## config.mk

```make
export PLATFORM = sky130hd
export DESIGN_NAME = sapa_port
export DESIGN_NICKNAME = d
export VERILOG_FILES = /design/src/hdl/sapa_pkg.sv /design/src/hdl/sapa_port.sv
export SDC_FILE = /design/constraint.sdc
export NUM_CORES = 1
export LEC_CHECK = 0
export BUFFER_PORTS_ARGS = -buffer_cell sky130_fd_sc_hd__buf_2
export CORE_ASPECT_RATIO = 0.8
export CORE_MARGIN = 2
export CORE_UTILIZATION = 45
export CTS_BUF_LIST = sky130_fd_sc_hd__clkbuf_4 sky130_fd_sc_hd__clkbuf_8
export DETAILED_ROUTE_END_ITERATION = 16
export GPL_TIMING_DRIVEN = 0
export PLACE_DENSITY = 0.71
export RECOVER_POWER = 50
export SLEW_MARGIN = 10
export SYNTH_ARGS = -nofsm -noshare
export SYNTH_HDL_FRONTEND = slang
export SYNTH_SLANG_ARGS = --single-unit
```

## constraint.sdc

```tcl
create_clock -name clk -period 9.85 [get_ports clk]
set_clock_uncertainty 0.1 [all_clocks]
set_input_delay 1.4775 -clock clk [delete_from_list [all_inputs] [get_ports clk]]
set_output_delay 1.4775 -clock clk [all_outputs]
set_load 0.05 [all_outputs]
```

## src/hdl/sapa_pkg.sv

```systemverilog
// Constants shared by the shared audio serial port: register map, fields, resets, rates.
//
// Summary of operation
// - Master drives clock and word select; slave receives.
// - I2S words 16 bits, frame 32, MSB aligned.
// - I2S MSB one bit clock after select change.
// - Left while select low, right while high.
// - Launch on falling edge; partner samples rising.
// - Master bit clock 1411.2 or 1536 kHz.
// - I2S half duplex; direction set by source bit.
// - I2S and PCM share hardware; one active.
// - PCM master makes clock and sync; slave receives.
// - PCM full duplex, 8 kHz frames; resets to I2S mode.
// - Up to three voice channels, sixteen slots.
// - Slot count follows rate, 1 to 16.
// - Transmit and receive share one slot.
// - Data pin released after last-bit falling edge.
// - Short sync: one-bit high pulse per frame.
// - Slave short sync: falling sample, next rise starts.
// - Long sync: three bits, starts with slot zero.
// - Short or long sync chosen by host.
// - Thirteen of sixteen bits used; fill programmable.
// - Default: 13-bit, left justified, zero fill, MSB first.
// - Burst mode on host command, up to 24 MHz.
package sapa_pkg;
  localparam int unsigned CLK_HZ = 50000000;
  localparam int unsigned I2S_BCLK_44K_HZ = 1411200;
  localparam int unsigned I2S_BCLK_48K_HZ = 1536000;
  localparam int unsigned I2S_SLAVE_MAX_HZ = 3072000;
  localparam int unsigned PCM_BASE_HZ = 128000;
  localparam int unsigned BURST_MAX_HZ = 24000000;
  // Oscillator step per system clock: it wraps twice per bit clock period.
  localparam logic [63:0] INC_44K = 64'((64'(I2S_BCLK_44K_HZ) << 33) / 64'(CLK_HZ));
  localparam logic [63:0] INC_48K = 64'((64'(I2S_BCLK_48K_HZ) << 33) / 64'(CLK_HZ));
  localparam logic [63:0] INC_PCM = 64'((64'(PCM_BASE_HZ) << 33) / 64'(CLK_HZ));
  localparam logic [63:0] INC_BURST = 64'((64'(BURST_MAX_HZ) << 33) / 64'(CLK_HZ));
  localparam logic [11:0] ADDR_CTRL = 12'h000;
  localparam logic [11:0] ADDR_FMT = 12'h004;
  localparam logic [11:0] ADDR_SLOT = 12'h008;
  localparam logic [11:0] ADDR_BURST = 12'h00C;
  localparam logic [11:0] ADDR_STAT = 12'h010;
  localparam logic [11:0] ADDR_TX_BASE = 12'h020;
  localparam logic [11:0] ADDR_RX_BASE = 12'h030;
  localparam int CTRL_EN_BIT = 0;
  localparam int CTRL_PCM_BIT = 1;
  localparam int CTRL_MASTER_BIT = 2;
  localparam int CTRL_SRC_BIT = 3;
  localparam int CTRL_LONG_BIT = 4;
  localparam int CTRL_BURST_BIT = 5;
  localparam int CTRL_R48_BIT = 6;
  localparam int CTRL_SLOTS_LSB = 8;
  localparam logic [31:0] CTRL_MASK = 32'h0000077F;
  localparam logic [31:0] CTRL_RST = 32'h00000000;
  localparam int FMT_FILL_LSB = 0;
  localparam int FMT_POS_LSB = 2;
  localparam int FMT_LSBF_BIT = 4;
  localparam int FMT_VAL_LSB = 5;
  localparam logic [31:0] FMT_MASK = 32'h000000FF;
  localparam logic [31:0] FMT_RST = 32'h0000000C;
  localparam int SLOT_STRIDE = 8;
  localparam int SLOT_EN_OFS = 4;
  localparam logic [31:0] SLOT_MASK = 32'h001F1F1F;
  localparam logic [31:0] SLOT_RST = 32'h00000010;
  localparam logic [31:0] BURST_RST = INC_BURST[31:0];
  localparam int STAT_I2S_BIT = 0;
  localparam int STAT_PCM_BIT = 1;
  localparam logic [15:0] SAMPLE_MASK = 16'h1FFF;
  localparam logic [7:0] LONG_SYNC_BITS = 8'h03;
  localparam logic [2:0] MAX_SLOTS_LOG = 3'h4;
  localparam logic [1:0] FILL_ZERO = 2'h0;
  localparam logic [1:0] FILL_ONE = 2'h1;
  localparam logic [1:0] FILL_SIGN = 2'h2;
endpackage : sapa_pkg

```

## src/hdl/sapa_port.sv

```systemverilog
// Shared I2S / PCM audio serial port with an APB register slave.
`timescale 1ns/1ns
`default_nettype none
module sapa_port (
  input wire logic clk, // System clock, 50 MHz.
  input wire logic arst_n, // Asynchronous reset, active low.
  input wire logic psel, // APB select.
  input wire logic penable, // APB enable.
  input wire logic pwrite, // APB direction, high for write.
  input wire logic [11:0] paddr, // APB byte address.
  input wire logic [31:0] pwdata, // APB write data.
  input wire logic [3:0] pstrb, // APB byte strobes.
  output logic [31:0] prdata, // APB read data.
  output logic pready, // APB ready.
  output logic pslverr, // APB error for an unmapped address.
  input wire logic sck_i, // Bit clock pin, input side.
  output logic sck_o, // Bit clock pin, output side.
  output logic sck_oe, // Bit clock pin driven by the port.
  input wire logic fs_i, // Word select or frame sync pin, input side.
  output logic fs_o, // Word select or frame sync pin, output side.
  output logic fs_oe, // Word select or frame sync pin driven.
  input wire logic sd_i, // Serial data in.
  output logic sd_o, // Serial data out.
  output logic sd_oe // Serial data out driven.
);

  ////////////////////////////////////////////////////////////////////////////////////////////
  typedef struct packed {
    logic [31:0] ctrl;
    logic [31:0] fmt;
    logic [31:0] slot;
    logic [31:0] burst;
    logic [1:0] stat;
    logic [2:0][31:0] tx;
    logic [2:0][31:0] rx;
    logic [31:0] prdata;
    logic pready;
    logic pslverr;
    logic sck_s1;
    logic sck_s2;
    logic sck_s3;
    logic fs_s1;
    logic fs_s2;
    logic di_s1;
    logic di_s2;
    logic [31:0] acc;
    logic gen_sck;
    logic fs_o;
    logic sd_o;
    logic sd_oe;
    logic [4:0] cnt;
    logic ws_prev;
    logic load_nxt;
    logic rx_left;
    logic [3:0] rx_cnt;
    logic [15:0] sh;
    logic [15:0] rsh;
    logic [7:0] pcnt;
    logic arm0;
    logic arm1;
    logic fs_prev;
    logic pact;
    logic [1:0] pch;
  } sapa_state_s;

  sapa_state_s s_q;
  sapa_state_s s_d;

  ////////////////////////////////////////////////////////////////////////////////////////////
  function automatic logic [31:0] wmerge(input logic [31:0] old, input logic [31:0] wd,
                                         input logic [3:0] st, input logic [31:0] mask);
    logic [31:0] r;
    r = old;
    for (int b = 0; b < 4; b++)
    begin
      if (st[b])
      begin
        r[b*8 +: 8] = wd[b*8 +: 8];
      end
    end
    return r & mask;
  endfunction : wmerge

  // Places a 13-bit sample at the chosen position and fills the three spare bits.
  function automatic logic [15:0] fmt_tx(input logic [12:0] smp, input logic [31:0] fmt);
    logic [15:0] m;
    logic [15:0] f;
    logic [1:0] k;
    m = sapa_pkg::SAMPLE_MASK << fmt[sapa_pkg::FMT_POS_LSB +: 2];
    f = 16'h0000;
    k = 2'h0;
    for (int i = 0; i < 16; i++)
    begin
      if (!m[i])
      begin
        unique case (fmt[sapa_pkg::FMT_FILL_LSB +: 2])
          sapa_pkg::FILL_ZERO: f[i] = 1'b0;
          sapa_pkg::FILL_ONE: f[i] = 1'b1;
          sapa_pkg::FILL_SIGN: f[i] = smp[12];
          default: f[i] = fmt[sapa_pkg::FMT_VAL_LSB + 32'(k)];
        endcase
        k = 2'(k + 2'h1);
      end
    end
    return (({3'h0, smp} << fmt[sapa_pkg::FMT_POS_LSB +: 2]) & m) | (f & ~m);
  endfunction : fmt_tx

  // Picks the 13 used bits out of a received word and sign-extends them; spares are ignored.
  function automatic logic [15:0] fmt_rx(input logic [15:0] w, input logic [31:0] fmt);
    logic [15:0] s;
    s = w >> fmt[sapa_pkg::FMT_POS_LSB +: 2];
    return {{3{s[12]}}, s[12:0]};
  endfunction : fmt_rx

  // Returns {hit, channel} for the first enabled channel mapped to a slot.
  function automatic logic [2:0] slot_hit(input logic [31:0] map, input logic [3:0] sl);
    logic [2:0] r;
    r = 3'h0;
    for (int c = 2; c >= 0; c--)
    begin
      if (map[c*sapa_pkg::SLOT_STRIDE + sapa_pkg::SLOT_EN_OFS] &&
          map[c*sapa_pkg::SLOT_STRIDE +: 4] == sl)
      begin
        r = {1'b1, 2'(c)};
      end
    end
    return r;
  endfunction : slot_hit

  ////////////////////////////////////////////////////////////////////////////////////////////
  logic en;
  logic pcm;
  logic master;
  logic src;
  logic lsbf;
  logic [2:0] slog;
  logic [7:0] pmask;
  logic [31:0] inc;
  logic [32:0] acc_sum;
  logic tgl;
  logic rise;
  logic fall;
  logic [4:0] cnt_n;
  logic ws_now;
  logic [15:0] word;
  logic [7:0] pn;
  logic [2:0] hit;
  logic [15:0] rword;
  logic [31:0] rd;
  logic rd_ok;
  logic [1:0] idx;
  logic setup_acc;

  always_comb
  begin
    s_d = s_q;
    en = s_q.ctrl[sapa_pkg::CTRL_EN_BIT];
    pcm = s_q.ctrl[sapa_pkg::CTRL_PCM_BIT];
    master = s_q.ctrl[sapa_pkg::CTRL_MASTER_BIT];
    src = s_q.ctrl[sapa_pkg::CTRL_SRC_BIT];
    lsbf = s_q.fmt[sapa_pkg::FMT_LSBF_BIT];
    slog = s_q.ctrl[sapa_pkg::CTRL_SLOTS_LSB +: 3];
    if (slog > sapa_pkg::MAX_SLOTS_LOG)
    begin
      slog = sapa_pkg::MAX_SLOTS_LOG;
    end
    pmask = 8'((16'h0010 << slog) - 16'h0001);
    cnt_n = 5'(s_q.cnt + 5'h01);
    word = 16'h0000;
    pn = 8'h00;
    hit = 3'h0;
    rword = 16'h0000;
    ws_now = 1'b0;
    idx = paddr[3:2];
    setup_acc = psel & penable & ~s_q.pready;

    // Register slave: one wait state, data and error prepared in the first access cycle.
    rd = 32'h00000000;
    rd_ok = (paddr[1:0] == 2'h0);
    unique case ({paddr[11:4], 4'h0})
      sapa_pkg::ADDR_CTRL:
      begin
        unique case (paddr[3:2])
          2'h0: rd = s_q.ctrl;
          2'h1: rd = s_q.fmt;
          2'h2: rd = s_q.slot;
          default: rd = s_q.burst;
        endcase
      end
      sapa_pkg::ADDR_STAT:
      begin
        rd = {22'h000000, s_q.pcnt, s_q.stat};
        rd_ok = rd_ok && (paddr[3:2] == 2'h0);
      end
      sapa_pkg::ADDR_TX_BASE:
      begin
        rd = s_q.tx[idx];
        rd_ok = rd_ok && (idx != 2'h3);
      end
      sapa_pkg::ADDR_RX_BASE:
      begin
        rd = s_q.rx[idx];
        rd_ok = rd_ok && (idx != 2'h3);
      end
      default: rd_ok = 1'b0;
    endcase
    s_d.pready = setup_acc;
    if (setup_acc)
    begin
      s_d.prdata = rd_ok ? rd : 32'h00000000;
      s_d.pslverr = ~rd_ok;
    end
    if (psel && penable && s_q.pready && pwrite && !s_q.pslverr)
    begin
      unique case ({paddr[11:2], 2'h0})
        sapa_pkg::ADDR_CTRL:
          s_d.ctrl = wmerge(s_q.ctrl, pwdata, pstrb, sapa_pkg::CTRL_MASK);
        sapa_pkg::ADDR_FMT: s_d.fmt = wmerge(s_q.fmt, pwdata, pstrb, sapa_pkg::FMT_MASK);
        sapa_pkg::ADDR_SLOT: s_d.slot = wmerge(s_q.slot, pwdata, pstrb, sapa_pkg::SLOT_MASK);
        sapa_pkg::ADDR_BURST: s_d.burst = wmerge(s_q.burst, pwdata, pstrb, 32'hFFFFFFFF);
        sapa_pkg::ADDR_STAT: s_d.stat = s_q.stat & ~(pwdata[1:0] & {2{pstrb[0]}});
        default:
        begin
          if (paddr[11:4] == sapa_pkg::ADDR_TX_BASE[11:4])
          begin
            s_d.tx[idx] = wmerge(s_q.tx[idx], pwdata, pstrb, 32'hFFFFFFFF);
          end
        end
      endcase
    end

    // Pin inputs pass two flops; the third stage only serves edge detection.
    s_d.sck_s1 = sck_i;
    s_d.sck_s2 = s_q.sck_s1;
    s_d.sck_s3 = s_q.sck_s2;
    s_d.fs_s1 = fs_i;
    s_d.fs_s2 = s_q.fs_s1;
    s_d.di_s1 = sd_i;
    s_d.di_s2 = s_q.di_s1;

    // Fractional oscillator; rates are exact on average, with one system clock of jitter.
    if (pcm)
    begin
      inc = s_q.ctrl[sapa_pkg::CTRL_BURST_BIT] ? s_q.burst :
            (sapa_pkg::INC_PCM[31:0] << slog);
    end
    else
    begin
      inc = s_q.ctrl[sapa_pkg::CTRL_R48_BIT] ? sapa_pkg::INC_48K[31:0] :
            sapa_pkg::INC_44K[31:0];
    end
    acc_sum = {1'b0, s_q.acc} + {1'b0, inc};
    tgl = en & master & acc_sum[32];
    s_d.acc = (en & master) ? acc_sum[31:0] : 32'h00000000;
    if (tgl)
    begin
      s_d.gen_sck = ~s_q.gen_sck;
    end
    // A slave takes any partner clock well below a quarter of the system clock.
    rise = en & (master ? (tgl & ~s_q.gen_sck) : (s_q.sck_s2 & ~s_q.sck_s3));
    fall = en & (master ? (tgl & s_q.gen_sck) : (~s_q.sck_s2 & s_q.sck_s3));

    if (!en)
    begin
      s_d.gen_sck = 1'b0;
      s_d.fs_o = 1'b0;
      s_d.sd_o = 1'b0;
      s_d.sd_oe = 1'b0;
      s_d.cnt = 5'h00;
      s_d.ws_prev = 1'b0;
      s_d.load_nxt = 1'b0;
      s_d.pcnt = 8'h00;
      s_d.pact = 1'b0;
      s_d.arm0 = 1'b0;
      s_d.arm1 = 1'b0;
    end
    else if (!pcm)
    begin
      ////////////////////////////////////////////////////////////////////////////////////////
      s_d.sd_oe = 1'b1;
      // A sink drops its data line at once, not only at the next bit clock fall.
      s_d.sd_o = src & s_q.sd_o;
      if (fall)
      begin
        if (master)
        begin
          s_d.cnt = cnt_n;
          s_d.fs_o = cnt_n[4];
        end
        ws_now = master ? cnt_n[4] : s_q.fs_s2;
        if (s_q.load_nxt)
        begin
          word = ws_now ? s_q.tx[0][15:0] : s_q.tx[0][31:16];
          s_d.sh = word;
          s_d.sd_o = src & word[15];
          s_d.rx_left = ~ws_now;
          s_d.rx_cnt = 4'h0;
        end
        else
        begin
          s_d.sh = s_q.sh << 1;
          s_d.sd_o = src & s_q.sh[14];
        end
        s_d.load_nxt = (ws_now != s_q.ws_prev);
        s_d.ws_prev = ws_now;
      end
      if (rise)
      begin
        s_d.rsh = {s_q.rsh[14:0], s_q.di_s2};
        s_d.rx_cnt = 4'(s_q.rx_cnt + 4'h1);
        if (s_q.rx_cnt == 4'hF)
        begin
          if (!src)
          begin
            if (s_q.rx_left)
            begin
              s_d.rx[0][31:16] = {s_q.rsh[14:0], s_q.di_s2};
            end
            else
            begin
              s_d.rx[0][15:0] = {s_q.rsh[14:0], s_q.di_s2};
            end
          end
          if (!s_q.rx_left)
          begin
            s_d.stat[sapa_pkg::STAT_I2S_BIT] = 1'b1;
          end
        end
      end
    end
    else
    begin
      ////////////////////////////////////////////////////////////////////////////////////////
      // An enable left over from stereo mode is dropped outside an active slot.
      s_d.sd_oe = s_q.sd_oe & s_q.pact;
      if (rise)
      begin
        if (!master && s_q.arm0)
        begin
          pn = 8'h00;
        end
        else if (!master && s_q.arm1)
        begin
          pn = 8'h01;
        end
        else
        begin
          pn = 8'(s_q.pcnt + 8'h01) & pmask;
        end
        s_d.pcnt = pn;
        s_d.arm0 = 1'b0;
        s_d.arm1 = 1'b0;
        if (master)
        begin
          s_d.fs_o = s_q.ctrl[sapa_pkg::CTRL_LONG_BIT] ?
                     (pn < sapa_pkg::LONG_SYNC_BITS) : (pn == pmask);
        end
        hit = slot_hit(s_q.slot, pn[7:4]);
        if (pn[3:0] == 4'h0 && hit[2])
        begin
          word = fmt_tx(s_q.tx[hit[1:0]][12:0], s_q.fmt);
          s_d.sh = word;
          s_d.pact = 1'b1;
          s_d.pch = hit[1:0];
          s_d.sd_oe = 1'b1;
          s_d.sd_o = lsbf ? word[0] : word[15];
        end
        else if (s_q.pact)
        begin
          s_d.sd_o = lsbf ? s_q.sh[pn[3:0]] : s_q.sh[4'hF - pn[3:0]];
        end
      end
      if (fall)
      begin
        s_d.fs_prev = s_q.fs_s2;
        s_d.arm0 = ~s_q.ctrl[sapa_pkg::CTRL_LONG_BIT] & s_q.fs_s2;
        s_d.arm1 = s_q.ctrl[sapa_pkg::CTRL_LONG_BIT] & s_q.fs_s2 & ~s_q.fs_prev;
        if (s_q.pact)
        begin
          s_d.rsh = {s_q.rsh[14:0], s_q.di_s2};
          if (s_q.pcnt[3:0] == 4'hF)
          begin
            rword = {s_q.rsh[14:0], s_q.di_s2};
            if (lsbf)
            begin
              rword = {<<{rword}};
            end
            s_d.rx[s_q.pch] = {16'h0000, fmt_rx(rword, s_q.fmt)};
            s_d.pact = 1'b0;
            s_d.sd_oe = 1'b0;
          end
        end
        if (s_q.pcnt == pmask)
        begin
          s_d.stat[sapa_pkg::STAT_PCM_BIT] = 1'b1;
        end
      end
    end
  end

  ////////////////////////////////////////////////////////////////////////////////////////////
  always_ff @(posedge clk or negedge arst_n)
  begin
    if (!arst_n)
    begin
      s_q <= '0;
      s_q.ctrl <= sapa_pkg::CTRL_RST;
      s_q.fmt <= sapa_pkg::FMT_RST;
      s_q.slot <= sapa_pkg::SLOT_RST;
      s_q.burst <= sapa_pkg::BURST_RST;
    end
    else
    begin
      s_q <= s_d;
    end
  end

  assign prdata = s_q.prdata;
  assign pready = s_q.pready;
  assign pslverr = s_q.pready & s_q.pslverr;
  assign sck_o = s_q.gen_sck;
  assign sck_oe = en & master;
  assign fs_o = s_q.fs_o;
  assign fs_oe = en & master;
  assign sd_o = s_q.sd_o;
  assign sd_oe = s_q.sd_oe;

endmodule : sapa_port
`default_nettype wire

```

==> results.cfg <==
[timing]
finalSetupViolCount = 0
rsz0062_at_grt = false
tightest_slew_ps = 2570
drv_slew = 43
tns_ps = 0
min_period_ps = 7840
worst_hold_slack_ps = 248
period_share = 0.796
slew_headroom = -0.711
hold_viol = 0
fmax_mhz = 127

[cells_and_area]
multiInputGateArea_um2 = 10700
nFillCells = 4110
syn_to_final_growth_pct = 13.0
final_util = 0.512
regArea_um2 = 8910
finalNetCount = 2355
stdcell_count = 2908
layout-drive-gt1-share = 0.185

[drt]
via_count = 18200
dr.pass1.iters = 6
remaining_drc_errors = 0
antenna_left = 0
via_per_inst = 6.24
wire_per_inst_um = 25.4
drt_iter0_drc = 2135
wirelength_um = 73800

[placed_design]
dp.cells = 2799
place_hpwl_um = 55900
io_buffers = 90
gp_congestion = 1.00

[global_routing]
grt_max_degree = 109
antenna_found_initial = 2
grt.overflow.total = 0
use_met3 = 0.0936
grt_pass1_wl_um = 111000
grt_usage = 0.309
grt-busiest-layer = met2
met2_usage = 0.439
grt_use_met1 = 0.437
grt_pass1_vias = 17700

[floorplan]
io_pins = 96
core_area_um2 = 45500
initial_core_util = 0.453
die_h_um = 195
rows = 70
die_area_um2 = 47500
die_w_um = 243

[worst_setup_path]
cp_max_fo = 10
end_kind = register
path_cells = clkbuf_1, clkbuf_1, clkbuf_1, clkbuf_1, o21ai_0, ha_1, clkbuf_1, nand4_1, nor2_1, inv_1, o21ai_0, a211oi_1, a21oi_1, clkbuf_1, nand2_1, a21boi_1, clkbuf_1, mux2_2
setup.worst_path.class = reg2reg
crit_top_cell = clkbuf_1
cp_data_required_time_ps = 10300
startpoint_type = register
slowest_delay_ps = 960
crit_slowest_cell = a21boi_1
cp.arrival_ps = 8300

[clock_tree]
cts_max_level = 2
cts_buffers = 59
clkTransAtPathRegs_ps = 70
clk_path_buf_depth = 3
cts_root_buffer = clkbuf_8
cts_hold_buf = 0
clock-sinks = 355
post_cts_buffers = 0
ctsResizeCount = 0
cts_tree = done
clock_insertion_delay_worst_skew_ps = 670

[power]
combPwrFrac = 0.040
p_per_area_nw_per_um2 = 134
internal-power_uw = 2340
total_power_uw = 3110
swShare = 0.247
clkPwrFrac = 0.490
leakage_uw = 0.0108
seq_power_share = 0.470
peakVddDrop_mv = 0.0932
p_sw_uw = 767

[flow_run]
drv_cap = 1

[worst_hold_path]
hp-class = reg2reg

[synthesis]
avgSynthCellArea_um2 = 9.83
ys_ff_latch = 355
synthFlopType = dfrtp_1
synth_cell_types = 97
ys_async_sr_fraction = 1.00
yosysSeqAreaShare = 0.433
syn_inst = 2094
synthesis.nets = 2201
synth_enable_flop_cells = 0
netlist_area_um2 = 20600
yosysWarnings = 0

[outcome]
status = finished with violations
violations = capacitance limit, slew limit
[power by group through the flow]
| stage | sequential [µW] | clock (µW) | combinational, µW |
|---|---|---|---|
| 2_1_floorplan | 1490 | 0 | 44.5 |
| 4_1_cts | 1460 | 1540 | 125 |
| 5_1_grt | 1460 | 1610 | 133 |
| 3_3_place_gp | 1490 | 0 | 118 |
| 3_5_place_dp | 1490 | 0 | 124 |
| 6_report | 1460 | 1530 | 125 |
[cells by family after synthesis]
kind of cell,Yosys count,share of synthesized area
AND/OR/NAND/NOR,585,0.129
flip-flops,355,0.433
multiplexers,252,0.156
XOR/XNOR,40,0.0170
adder cells (fa/ha/maj),51,0.0314
AO/OA/AOI/OAI,600,0.185
buffers and inverters,211,0.0488
[registers in the layout, summed over array words and instances (netlist names)]
register / count
en: 1
fs_o: 1
lsbf: 1
master: 1
pcm: 1
prdata: 32
pready: 1
s_d: 4
s_q: 310
sck_o: 1
sd_o: 1
sd_oe: 1
[path summary, 6_finish.rpt]
| path | start | cells after the start | slack [ps] | to |
|---|---|---|---|---|
| max in group asynchronous | arst_n | 4 | 5720 | s_q[26]$_DFFE_PN0P_ |
| hold / removal | s_d[94]$_DFF_PN0_ | 0 | 250 | s_q[94]$_DFF_PN0_ |
| min in group asynchronous | arst_n | 1 | 1520 | s_d[98]$_DFF_PN0_ |
| setup / recovery | pcm$_DFFE_PN0P_ | 18 | 2010 | s_q[19]$_DFFE_PN0P_ |
| hold reg to reg | s_d[94]$_DFF_PN0_ | 0 | 250 | s_q[94]$_DFF_PN0_ |
| setup reg to reg | pcm$_DFFE_PN0P_ | 18 | 2010 | s_q[19]$_DFFE_PN0P_ |
[cell usage after synthesis, types with 8 or more instances]
cell type	number	area (µm²)
dfrtp_1	334	8360
nand2_1	287	1080
o21ai_0	235	1180
nor2_1	133	499
mux2i_1	120	1200
a21oi_1	118	591
clkbuf_1	103	387
mux2_2	84	946
ha_1	50	626
inv_1	46	173
mux4_2	45	1010
a21o_1	43	323
buf_4	35	263
nand3_1	33	165
a22o_1	30	263
nor3_1	24	120
xnor2_1	23	201
dfstp_2	21	552
a211oi_1	20	150
a222oi_1	20	200
o22ai_1	17	106
xor2_1	17	149
and2_1	15	93.8
buf_1	15	56.3
nor2b_1	14	87.6
and3_1	13	81.3
nand4_1	12	75.1
o211ai_1	12	90.1
a22oi_1	10	75.1
a31oi_1	10	62.6
o21a_1	9	67.6
a211o_1	8	70.1
a21boi_0	8	60.1
[through the flow]
step                cell area [µm²]  setup slack [ps]
floorplan                     20600              5010
global placement              21800               196
detailed placement            21900              2360
CTS                           23300              2340
global route                  23300              1920
finish                        23300              2010
[critical path: cells and delay by family (launching register included)]
| family | cells | cell delay (ps) |
|---|---|---|
| buffers and inverters | 8 | 3570 |
| AO/OA/AOI/OAI | 5 | 2460 |
| AND/OR/NAND/NOR | 3 | 490 |
| multiplexers | 1 | 400 |
| flip-flops | 1 | 370 |
| adder cells (fa/ha/maj) | 1 | 330 |
[metal layers]
metal,wire length [µm],share of wire,vias to the layer above
met2,30500,0.41,1013
li1,-,-,7900
met5,42,0.00057,-
met3,8410,0.11,200
met1,31500,0.43,9038
met4,3270,0.044,4
[placed cells by master (no fill, tap or decap), drive strengths merged, types with 19 or more instances in the layout]
| master | netlist | routed |
|---|---|---|
| mux4 | 46 | 46 |
| dfrtp | 334 | 334 |
| a211oi | 21 | 21 |
| nand3 | 34 | 34 |
| dfstp | 21 | 21 |
| nor3 | 24 | 24 |
| a222oi | 20 | 20 |
| and2 | 19 | 19 |
| a22o | 31 | 31 |
| o21ai | 236 | 236 |
| a21o | 44 | 44 |
| inv | 46 | 48 |
| buf | 55 | 137 |
| mux2 | 86 | 86 |
| a21oi | 118 | 118 |
| ha | 50 | 50 |
| clkbuf | 108 | 211 |
| nor2 | 134 | 134 |
| nand2 | 287 | 287 |
| xnor2 | 23 | 23 |
| mux2i | 120 | 120 |
[area by class of cell]
type,instances,area share
multi-input combinational,1528,0.459
sequential,355,0.383
clock buffer,92,0.0512
buffer,164,0.0356
tap,612,0.0329
timing repair buffer,93,0.0223
clock inverter,16,0.00791
inverter,47,0.00759
antenna,1,0.000108
(Power assumes the default switching activity.)
